$ cat src/core/ptc_regs.svh
// register map, field positions, reset values and divide ratios of the tick counter
// Summary of operation
// RQ1: debug mode freezes prescaler and counter; resume unless cleared meanwhile.
// RQ2: control bit 7 is the match flag, set once count reached wrap limit.
// RQ3: writing 1 clears match flag and its interrupt; writing 0 keeps it.
// RQ4: bits 6-5 pick source: 00 low-power osc, 01 external, 1x internal.
// RQ5: changing source select to a new value clears prescaler and counter.
// RQ6: bit 4 enables interrupt request while match flag set; else poll.
// RQ7: bits 3-0 divider select; a new value clears prescaler and counter.
// RQ8: source low bit 0: off, 8..1024 binary, then 1,2,4,10,16,100,500,1000.
// RQ9: source low bit 1: off, 2^10..2^16, then 1000 up to 200000.
// RQ10: count is read-only; clears on reset, wrap write, select change.
// RQ11: on compare match count returns to zero and match flag sets.
// RQ12: wrap limit zero sets match flag on every prescaler output tick.
// RQ13: any wrap limit write clears prescaler and counter.
// RQ14: reset clears flag, source, enable, divider; wrap limit becomes zero.
// RQ15: count register reads the live counter value.
// RQ16: counter steps once per prescaler period; flag sets on wrap to zero.
// RQ17: a match in the same cycle as a flag clear keeps the flag set.
`ifndef PTC_REGS_SVH
`define PTC_REGS_SVH
// ======================================================================
// byte offsets
`define PTC_OFF_CTRL 5'h00
`define PTC_OFF_COUNT 5'h04
`define PTC_OFF_WRAP 5'h08
`define PTC_OFF_IRQ_STAT 5'h0C
`define PTC_OFF_IRQ_MASK 5'h10
// ======================================================================
// control field positions
`define PTC_FLAG_BIT 7
`define PTC_SRC_HI 6
`define PTC_SRC_LO 5
`define PTC_IE_BIT 4
`define PTC_DIV_HI 3
`define PTC_DIV_LO 0
`define PTC_STAT_BIT 0
// ======================================================================
// reset values
`define PTC_WRAP_RST 8'h00
`define PTC_CNT_RST 8'h00
`define PTC_SRC_RST 2'h0
`define PTC_DIV_RST 4'h0
`define PTC_PRE_RST 18'h00000
`define PTC_MASK_RST 1'b1
// ======================================================================
// divide ratios, zero means prescaler off
`define PTC_DIV_OFF 18'h00000
`define PTC_B0_1 18'h00008
`define PTC_B0_2 18'h00020
`define PTC_B0_3 18'h00040
`define PTC_B0_4 18'h00080
`define PTC_B0_5 18'h00100
`define PTC_B0_6 18'h00200
`define PTC_B0_7 18'h00400
`define PTC_B0_8 18'h00001
`define PTC_B0_9 18'h00002
`define PTC_B0_10 18'h00004
`define PTC_B0_11 18'h0000A
`define PTC_B0_12 18'h00010
`define PTC_B0_13 18'h00064
`define PTC_B0_14 18'h001F4
`define PTC_B0_15 18'h003E8
`define PTC_B1_1 18'h00400
`define PTC_B1_2 18'h00800
`define PTC_B1_3 18'h01000
`define PTC_B1_4 18'h02000
`define PTC_B1_5 18'h04000
`define PTC_B1_6 18'h08000
`define PTC_B1_7 18'h10000
`define PTC_B1_8 18'h003E8
`define PTC_B1_9 18'h007D0
`define PTC_B1_10 18'h01388
`define PTC_B1_11 18'h02710
`define PTC_B1_12 18'h04E20
`define PTC_B1_13 18'h0C350
`define PTC_B1_14 18'h186A0
`define PTC_B1_15 18'h30D40
`endif

$ cat src/core/ptc_pkg.sv
// types shared by the tick counter
package ptc_pkg;
  // ======================================================================
  // prescaler clock sources, taken as levels synchronous to hclk
  typedef struct packed {
    logic int_ref_clock;
    logic ext_ref_clock;
    logic low_power_osc;
  } ptc_src_s;

  // ======================================================================
  // bus phase tracking
  typedef enum logic [1:0] {
    PTC_BUS_IDLE = 2'b00,
    PTC_BUS_WRITE = 2'b01,
    PTC_BUS_READ = 2'b10,
    PTC_BUS_RDONE = 2'b11
  } ptc_bus_e;

  // ======================================================================
  // whole state of the block
  typedef struct packed {
    logic match_flag;
    logic [1:0] source_select;
    logic match_irq_enable;
    logic [3:0] divider_select;
    logic [7:0] wrap_limit;
    logic [7:0] tick_count;
    logic [17:0] pre;
    logic [2:0] src_prev;
    logic irq_mask;
    ptc_bus_e bus;
    logic [4:0] ap_addr;
    logic [31:0] rdata;
  } ptc_state_s;
endpackage

$ cat src/core/ptc_top.sv
// periodic tick counter with AHB-Lite register slave
`include "ptc_regs.svh"

module ptc_top (
  input wire logic hclk,
  input wire logic hresetn,
  input wire logic clk_en,
  input wire logic debug_active,
  input wire ptc_pkg::ptc_src_s src_in,
  input wire logic hsel,
  input wire logic [31:0] haddr,
  input wire logic [1:0] htrans,
  input wire logic hwrite,
  input wire logic [2:0] hsize,
  input wire logic [31:0] hwdata,
  input wire logic hready,
  output logic hreadyout,
  output logic hresp,
  output logic [31:0] hrdata,
  output logic irq
);

  // ======================================================================
  // functions
  function automatic logic [17:0] div_ratio(input logic lo, input logic [3:0] sel);
    logic [17:0] r;
    r = `PTC_DIV_OFF;
    if (!lo) begin // [RQ8]
      case (sel)
        4'h1: r = `PTC_B0_1;
        4'h2: r = `PTC_B0_2;
        4'h3: r = `PTC_B0_3;
        4'h4: r = `PTC_B0_4;
        4'h5: r = `PTC_B0_5;
        4'h6: r = `PTC_B0_6;
        4'h7: r = `PTC_B0_7;
        4'h8: r = `PTC_B0_8;
        4'h9: r = `PTC_B0_9;
        4'hA: r = `PTC_B0_10;
        4'hB: r = `PTC_B0_11;
        4'hC: r = `PTC_B0_12;
        4'hD: r = `PTC_B0_13;
        4'hE: r = `PTC_B0_14;
        4'hF: r = `PTC_B0_15;
        default: r = `PTC_DIV_OFF;
      endcase
    end else begin // [RQ9]
      case (sel)
        4'h1: r = `PTC_B1_1;
        4'h2: r = `PTC_B1_2;
        4'h3: r = `PTC_B1_3;
        4'h4: r = `PTC_B1_4;
        4'h5: r = `PTC_B1_5;
        4'h6: r = `PTC_B1_6;
        4'h7: r = `PTC_B1_7;
        4'h8: r = `PTC_B1_8;
        4'h9: r = `PTC_B1_9;
        4'hA: r = `PTC_B1_10;
        4'hB: r = `PTC_B1_11;
        4'hC: r = `PTC_B1_12;
        4'hD: r = `PTC_B1_13;
        4'hE: r = `PTC_B1_14;
        4'hF: r = `PTC_B1_15;
        default: r = `PTC_DIV_OFF;
      endcase
    end
    return r;
  endfunction

  function automatic logic [7:0] ctrl_byte(input ptc_pkg::ptc_state_s s);
    logic [7:0] b;
    b = 8'h00;
    b[`PTC_FLAG_BIT] = s.match_flag; // [RQ2]
    b[`PTC_SRC_HI:`PTC_SRC_LO] = s.source_select;
    b[`PTC_IE_BIT] = s.match_irq_enable;
    b[`PTC_DIV_HI:`PTC_DIV_LO] = s.divider_select;
    return b;
  endfunction

  // ======================================================================
  // state
  ptc_pkg::ptc_state_s state_ff;
  ptc_pkg::ptc_state_s nxt_state;

  logic [2:0] src_now;
  logic src_level;
  logic src_prev_sel;
  logic src_edge;
  logic [17:0] ratio;
  logic pre_last;
  logic run;
  logic tick;
  logic match_ev;
  logic wr_phase;
  logic wr_ctrl;
  logic wr_wrap;
  logic wr_stat;
  logic wr_mask;
  logic flag_w1c;
  logic sel_chg;
  logic clr_cnt;
  logic [7:0] wbyte;
  logic [31:0] rd_mux;

  // ======================================================================
  // prescaler input selection and tick generation
  always_comb begin
    src_now = {src_in.int_ref_clock, src_in.ext_ref_clock, src_in.low_power_osc};
    if (state_ff.source_select[1]) begin // [RQ4]
      src_level = src_now[2];
      src_prev_sel = state_ff.src_prev[2];
    end else if (state_ff.source_select[0]) begin
      src_level = src_now[1];
      src_prev_sel = state_ff.src_prev[1];
    end else begin
      src_level = src_now[0];
      src_prev_sel = state_ff.src_prev[0];
    end
    src_edge = src_level & ~src_prev_sel;
    ratio = div_ratio(state_ff.source_select[0], state_ff.divider_select);
    pre_last = (state_ff.pre == (ratio - 18'h00001));
    // counting stops in background debug mode
    run = src_edge & (ratio != `PTC_DIV_OFF) & ~debug_active; // [RQ1]
    tick = run & pre_last; // [RQ16]
    match_ev = tick & (state_ff.tick_count == state_ff.wrap_limit); // [RQ11] [RQ12]
  end

  // ======================================================================
  // register write decode, applied in the data phase
  always_comb begin
    wbyte = hwdata[7:0];
    wr_phase = (state_ff.bus == ptc_pkg::PTC_BUS_WRITE);
    wr_ctrl = wr_phase & (state_ff.ap_addr == `PTC_OFF_CTRL);
    wr_wrap = wr_phase & (state_ff.ap_addr == `PTC_OFF_WRAP);
    wr_stat = wr_phase & (state_ff.ap_addr == `PTC_OFF_IRQ_STAT);
    wr_mask = wr_phase & (state_ff.ap_addr == `PTC_OFF_IRQ_MASK);
    flag_w1c = (wr_ctrl & wbyte[`PTC_FLAG_BIT]) | (wr_stat & wbyte[`PTC_STAT_BIT]); // [RQ3]
    sel_chg = wr_ctrl & ((wbyte[`PTC_SRC_HI:`PTC_SRC_LO] != state_ff.source_select)
        | (wbyte[`PTC_DIV_HI:`PTC_DIV_LO] != state_ff.divider_select)); // [RQ5] [RQ7]
    clr_cnt = sel_chg | wr_wrap; // [RQ10] [RQ13]
  end

  // ======================================================================
  // read mux
  always_comb begin
    rd_mux = 32'h00000000;
    case (state_ff.ap_addr)
      `PTC_OFF_CTRL: rd_mux[7:0] = ctrl_byte(state_ff);
      `PTC_OFF_COUNT: rd_mux[7:0] = state_ff.tick_count; // [RQ15]
      `PTC_OFF_WRAP: rd_mux[7:0] = state_ff.wrap_limit;
      `PTC_OFF_IRQ_STAT: rd_mux[`PTC_STAT_BIT] = state_ff.match_flag;
      `PTC_OFF_IRQ_MASK: rd_mux[`PTC_STAT_BIT] = state_ff.irq_mask;
      default: rd_mux = 32'h00000000;
    endcase
  end

  // ======================================================================
  // next state
  always_comb begin
    nxt_state = state_ff;
    nxt_state.src_prev = src_now;

    // prescaler and counter
    if (clr_cnt) begin // [RQ5] [RQ7] [RQ13]
      nxt_state.pre = `PTC_PRE_RST;
      nxt_state.tick_count = `PTC_CNT_RST; // [RQ10]
    end else if (run) begin
      if (pre_last) begin
        nxt_state.pre = `PTC_PRE_RST;
        if (match_ev) begin
          nxt_state.tick_count = `PTC_CNT_RST; // [RQ11]
        end else begin
          nxt_state.tick_count = state_ff.tick_count + 8'h01; // [RQ16]
        end
      end else begin
        nxt_state.pre = state_ff.pre + 18'h00001;
      end
    end

    // flag: a new match wins over a clear in the same cycle
    nxt_state.match_flag = (state_ff.match_flag & ~flag_w1c) | match_ev; // [RQ3] [RQ17]

    // software fields, count register ignores writes
    if (wr_ctrl) begin
      nxt_state.source_select = wbyte[`PTC_SRC_HI:`PTC_SRC_LO]; // [RQ4]
      nxt_state.match_irq_enable = wbyte[`PTC_IE_BIT]; // [RQ6]
      nxt_state.divider_select = wbyte[`PTC_DIV_HI:`PTC_DIV_LO];
    end
    if (wr_wrap) begin
      nxt_state.wrap_limit = wbyte;
    end
    if (wr_mask) begin
      nxt_state.irq_mask = wbyte[`PTC_STAT_BIT];
    end

    // bus phases: writes take no wait, reads take one wait state
    case (state_ff.bus)
      ptc_pkg::PTC_BUS_READ: begin
        nxt_state.rdata = rd_mux;
        nxt_state.bus = ptc_pkg::PTC_BUS_RDONE;
      end
      default: begin
        if (hready && hsel && htrans[1]) begin
          nxt_state.ap_addr = haddr[4:0];
          nxt_state.bus = hwrite ? ptc_pkg::PTC_BUS_WRITE : ptc_pkg::PTC_BUS_READ;
        end else if (hready) begin
          nxt_state.bus = ptc_pkg::PTC_BUS_IDLE;
        end
      end
    endcase
  end

  // ======================================================================
  // state register, frozen while clk_en is low
  always_ff @(posedge hclk or negedge hresetn) begin
    if (!hresetn) begin
      state_ff.match_flag <= 1'b0; // [RQ14]
      state_ff.source_select <= `PTC_SRC_RST;
      state_ff.match_irq_enable <= 1'b0;
      state_ff.divider_select <= `PTC_DIV_RST;
      state_ff.wrap_limit <= `PTC_WRAP_RST;
      state_ff.tick_count <= `PTC_CNT_RST; // [RQ10]
      state_ff.pre <= `PTC_PRE_RST;
      state_ff.src_prev <= 3'h0;
      state_ff.irq_mask <= `PTC_MASK_RST;
      state_ff.bus <= ptc_pkg::PTC_BUS_IDLE;
      state_ff.ap_addr <= 5'h00;
      state_ff.rdata <= 32'h00000000;
    end else if (clk_en) begin
      state_ff <= nxt_state;
    end
  end

  // ======================================================================
  // outputs
  assign hreadyout = clk_en & (state_ff.bus != ptc_pkg::PTC_BUS_READ);
  assign hresp = 1'b0;
  assign hrdata = state_ff.rdata;
  assign irq = state_ff.match_flag & state_ff.match_irq_enable & state_ff.irq_mask; // [RQ6]
endmodule // ptc_top

$ cat config.mk
export PLATFORM = sky130hd
export DESIGN_NAME = ptc_top
export DESIGN_NICKNAME = d
export VERILOG_FILES = /design/src/core/ptc_pkg.sv /design/src/core/ptc_top.sv
export VERILOG_INCLUDE_DIRS = /design/src /design/src/core
export SDC_FILE = /design/constraint.sdc
export NUM_CORES = 1
export LEC_CHECK = 0
export ABC_CLOCK_PERIOD_IN_PS = 10400
export BUFFER_PORTS_ARGS = -buffer_cell sky130_fd_sc_hd__buf_2
export CAP_MARGIN = 20
export CORE_ASPECT_RATIO = 2
export CORE_MARGIN = 2
export CORE_UTILIZATION = 35
export DETAILED_ROUTE_END_ITERATION = 10
export GPL_TIMING_DRIVEN = 0
export SLEW_MARGIN = 0
export SYNTH_ARGS = -nofsm -noshare
export SYNTH_HDL_FRONTEND = slang
export SYNTH_SLANG_ARGS = --single-unit
export TNS_END_PERCENT = 20
$ cat constraint.sdc
create_clock -name hclk -period 10.4 [get_ports hclk]
set_input_delay 1.04 -clock hclk [delete_from_list [all_inputs] [get_ports hclk]]
set_output_delay 1.04 -clock hclk [all_outputs]
set_load 0.01 [all_outputs]
* Word-level counts from Yosys, hierarchy flattened
Memory sizes are Yosys's and may differ from the RTL's.
Index checks and enable logic that the tools add are counted.
** Storage, ports and cells
- Flip-flop bits (word level) :: 61
- Logic and storage cells :: 83
- Output and inout port bits :: 35
- Bits in read-only memories :: 416
- Memories kept :: 2
- Bits in writable memories :: 0
- Bits of input ports :: 79
- Latch bits :: 0
** Memory list
- (no name shown) :: words 16, bits a word 15, read ports 1, clocked after Yosys merged registers in 0, wr ports 0, RTL line ptc_top.sv:48 : case (sel)
- (no name shown) :: words 16, bits a word 11, read ports 1, clocked after Yosys merged registers in 0, wr ports 0, RTL line ptc_top.sv:29 : case (sel)
** Operators by class
- Reduce and logical (&&, ||, !) cells :: 15
- Bitwise operators :: 24
- Multipliers :: 0
- Shift-type cells :: 0
- $lt $le $gt $ge :: 0
- Equal/unequal tests :: 11
- Add/subtract/negate cells :: 3
- Div/mod/pow operators :: 0
- Mux-type cells :: 16
** Operators with widths (number)
- $mux 26 :: 2
- $mux 18 :: 2
- $pmux 7 s3 :: 1
- $add 18x1->18 const B :: 1
- $eq 18x18->1 :: 1
- $reduce_bool 18->1 :: 1
- $sub 18x1->18 const B :: 1
- $and 1x1->1 :: 16
- $mux 8 :: 2
- $reduce_and 2->1 :: 6
- $eq 5x4->1 const B :: 2
- $add 8x1->8 const B :: 1
- $eq 8x8->1 :: 1
- $mux 2 :: 4
- $reduce_and 3->1 :: 2
- $eq 5x3->1 const B :: 1
- $eq 5x5->1 const B :: 1
- $logic_not 5->1 :: 1
- $pmux 1 s5 :: 1
- $mux 1 :: 4
- $ne 4x4->1 :: 1
- $not 1->1 :: 4
- $or 1x1->1 :: 4
- $reduce_bool 2->1 :: 2
- 6 further kinds :: 7

* Logic depth before layout (Yosys ltp)
- Word-level depth :: 12
- Gate-level depth with buffers :: 15
- Mapped depth without buffers :: 13

* Worst setup path before layout
Ideal clock, no wire load.
- Path kind :: register to register
- Start point :: register state_ff[78] in the netlist's numbering
- End point :: register state_ff[66] in the netlist's numbering
- Library setup time :: 80 ps
- Slack :: 6136 ps
- Buffers on the path :: 1
- Arrival :: 4184 ps
- Stages on the path, launching flop included :: 14
- Period minus slack after synthesis :: 4264 ps
- Path through :: dfrtp_1 clkbuf_1 inv_1 ha_1 or2_1 a311o_4 nor4_4 nand2_2 or4b_1 xnor2_1 or4_1 or4_4 or3_1 o211ai_2
** Between the ends
- Longest elaborated chain between the ends :: 11
** Ends and longest elaborated chain
- start: declaration :: RTL line ptc_top.sv:82 : ptc_pkg::ptc_state_s state_ff;
- start signal: assignment :: RTL line ptc_top.sv:230 : state_ff <= nxt_state;
- branches (longest 11 deep; another with $sub 18x1->18)
Several ways; the timed one is not identified. The select of a mux whose other input is x is not followed.
A chain may end at the register's enable or synchronous reset.

* Worst setup path after layout
- Start point :: register state_ff[78] in the netlist's numbering
- End point :: register state_ff[47] in the netlist's numbering
** Between the ends
- Longest elaborated chain between the ends :: 7
** Ends and longest elaborated chain
- $mem_v2 16x11 or $mem_v2 16x15 (tied branches)
- $mux 18 :: RTL line ptc_top.sv:28 : if (!lo) begin
- $sub 18x1->18 or $reduce_bool 18->1 (tied branches)
- $eq 18x18->1 or $and 1x1->1 (tied branches) :: RTL line ptc_top.sv:121, ptc_top.sv:123
- $mux 18 or $and 1x1->1 (tied branches) :: RTL line ptc_top.sv:168, ptc_top.sv:123
- $mux 26 or $reduce_bool 2->1 (tied branches)
- $mux 26 or $reduce_and 2->1 (tied branches)
Several ways; a longest one is shown, not always the timed one. The select of a mux whose other input is x is not followed.

==> impl_results.md <==
* Largest cells by area after synthesis: dfrtp_1 (31%), mux2_2 (6.7%), buf_4 (5.2%), xor2_1 (4.0%), xnor2_1 (3.8%)
* Count leader, synth: dfrtp_1
* Type of element capturing the critical path: flip-flop
* CTS Sinks at slightly above 60
* Count of cell types in the netlist at 90
* Utilization after layout at about two fifths
* Outcome: finished, final reports clean
* Total Routing Usage GR at roughly 17%
* Vias per cell at 5.396
* Core area at ~14000 um2
* N_diodes at 0
* Peak supply drop at 0.1539 mV
* First-pass GRT wire length at between 20000 and 25000 um
* Grt peak-use layer: met2
* Largest net degree at the start of global routing at 62
* Synth top area share at a little under a third
* Max cap viols at 0
* Largest delay contributor family on the critical path: simple AND/OR/NAND/NOR gates
* Critical path peak fanout at 10
* Setup Viol. Count Final at 0
* Critical-path cell list: clkbuf_1 > inv_1 > ha_1 > mux2_2 > a211oi_1 > nand4bb_2 > or4b_1 > xnor2_1 > nor4_2 > a21oi_2 > nand2b_1 > clkbuf_1 > o21ai_0
* Synth warn at 0
* Finished Layout Cells at 758
* Setup TNS Final at 0 ps
* Post-CTS setup buffers at 0
* Pwr dens at 289.0 nW/um2
* Pleak at around 0.0025 uW
* Antenna-violating nets left at 0
* Slew Limit Fails at 0
* Die X at 87.44 um
* Cells after Synth at 528
* Register area at approximately 1500 um2
* Hold_sp: hrdata[0]
* Initial DRC count at roughly 180
* Port bufs at 33
* Slew HR at a little under half
* GRT overflow at 0
* Footprint of the multi-input gates at between 2000 and 3000 um2
* Routed vias at around 4100
* Worst Clk Skew at ~5.4 ps
* Cts hold-fix bufs at 0
* Most used flip-flop cell after synthesis: dfrtp_1
* Crit path time final at a little over 5000 ps
* CP bufs+invs at 3
* GR Util met3 at under 10%
* Num rows at 61
* Post-synthesis sequential area ratio at between 30% and 40%
* Slowest CP cell: nor4_2
* Clk Latency, worst-skew pair at about 330 ps
* Layout cells sized above 1 at a little over a quarter
* Number of CTS-inserted buffers at 9
* Post-Syn Area at ~4900 um2
* CP startpoint kind: flip-flop
* CTS clk-pin slew, worst paths at 60 ps
* Commonest cells post-synth: dfrtp_1 (60), buf_4 (34), nand2_1 (34)
* DRT Wirelength at roughly 13000 um
* Synth async-reset ratio at 100.0%
* Initial Utilization at between 30% and 40%
* Filler cell count at about 1400
* Crit path required time at between 10000 and 15000 ps
* EDFF count, synth at 0
* GR Util met2 at 27.64%
* CTS tree: built
* Crit-path max cell delay at between 700 and 800 ps
* Drt pass-1 iters at 4
* Area growth, synth to finish at 16.41%
* HPWL Detailed at about 9300 um
* Tightest Hold Check Type: reg -> reg
* DRC viols at 0
* Avg Cell Area, Syn at just over 9 um2
* CP Class: reg -> reg
* Placed cell count at ~740
* Maximum clock frequency at a little under 0.2 GHz
* Die height at around 170 um
* GPL Wtd Cong at between 0.9 and 1
* I/O pin count at 114
* Htree depth at 3
* CP Data Arrival Time at between 5000 and 6000 ps
* Hold Violations, Final at 0
* Die area at between 10000 and 15000 um2
* Worst r2r src: state_ff[78]
* Least-Margin Pin Slew at 811.8 ps
* Worst setup path startpoint: state_ff[78]
* Yosys reg bits at 61
* WL per Instance at roughly 17 um
* Cts repair resizes at 0
* Clk root buf: clkbuf_16
* Maximum clock insertion buffer count at 2
* Vias in the first global route at slightly below 4000
* Unrepaired setup endpoints after global routing: no
* Initial antenna violation count at 0
* Post-synth top area cell: dfrtp_1
* Fin crit share at 49.74%
* Final #Nets at 685
* Most used cell, CP: clkbuf_1
* Met1 Use GR at a little under a quarter
through the flow:
stage	hold WS (ps)	instance area, um2	power, uW	setup WS [ps]
final	484.3	5673	1640	5227
after global routing	523.8	5673	1755	4845
after CTS	493.3	5673	1642	5273
after detailed placement	480.2	5328	1279	5291
after global placement	472.9	5325	1265	5314
after floorplan	444.5	4964	1076	6136
sequential cells by signal, indices dropped and copies added, names as in the netlist:
name / count
state_ff: 53
hrdata: 8
layout by cell type (no fill, tap or decap), types with 19 or more instances in the layout:
| cell | count |
|---|---|
| buf_2 | 36 |
| buf_4 | 35 |
| conb_1 | 25 |
| dfrtp_1 | 60 |
| inv_1 | 19 |
| mux2_2 | 29 |
| nand2_1 | 34 |
| nand3_1 | 19 |
| nor2_1 | 23 |
| o21ai_0 | 31 |
| xnor2_1 | 21 |
| xor2_1 | 22 |
final cells by class:
class | count | area share (%)
Tap cell | 157 | 3.463
Clock inverter | 7 | 2.117
Multi-Input combinational cell | 416 | 52.56
Clock buffer | 9 | 3.970
Timing Repair Buffer | 33 | 2.955
Buffer | 56 | 6.749
Sequential cell | 61 | 26.93
Inverter | 19 | 1.257
worst reg2reg max path, delay by kind of cell, from the launching register on:
family          cells  cell delay, ps
xor+xnor            1             200
compound gates      3            1050
mux                 1             290
flops               1             420
buf+inv             3            1060
simple gates        4            1680
fa+ha+maj           1             340
layer usage:
metal / share of wire (%) / routed length [um]
met2: 49 / 6189
met3: 4.2 / 524
met5: 0 / 0
met1: 45 / 5693
met4: 1.6 / 204
kinds of logic (layout without fill, tap and decap cells):
| family | Yosys count | in the layout | synth area share, % |
|---|---|---|---|
| DFF | 61 | 61 | 31.35 |
| xor gates and xnor gates | 43 | 43 | 7.728 |
| muxes | 41 | 41 | 9.422 |
| other | 1 | 25 | 0.07695 |
| AOI/OAI and AO/OA | 105 | 105 | 15.58 |
| adders and majority gates | 10 | 10 | 2.567 |
| buffers and inverters | 75 | 124 | 9.320 |
| and+or+nand+nor | 192 | 192 | 23.95 |
path summary, 6_finish.rpt:
path                           endpoint  slack, ps  cells after the start
setup / recovery           state_ff[47]       5230                     13
hold / removal                hrdata[0]        480                      2
setup reg to reg           state_ff[47]       5230                     13
hold reg to reg               hrdata[0]        480                      2
max in group asynchronous  state_ff[83]       9060                      1
min in group asynchronous  state_ff[45]        790                      1
power breakdown:
part | internal (uW) | switching [uW]
registers | 304 | 80.1
clock network | 235 | 117
logic | 398 | 505
total | 937 | 702
(Power assumes the default switching activity.)
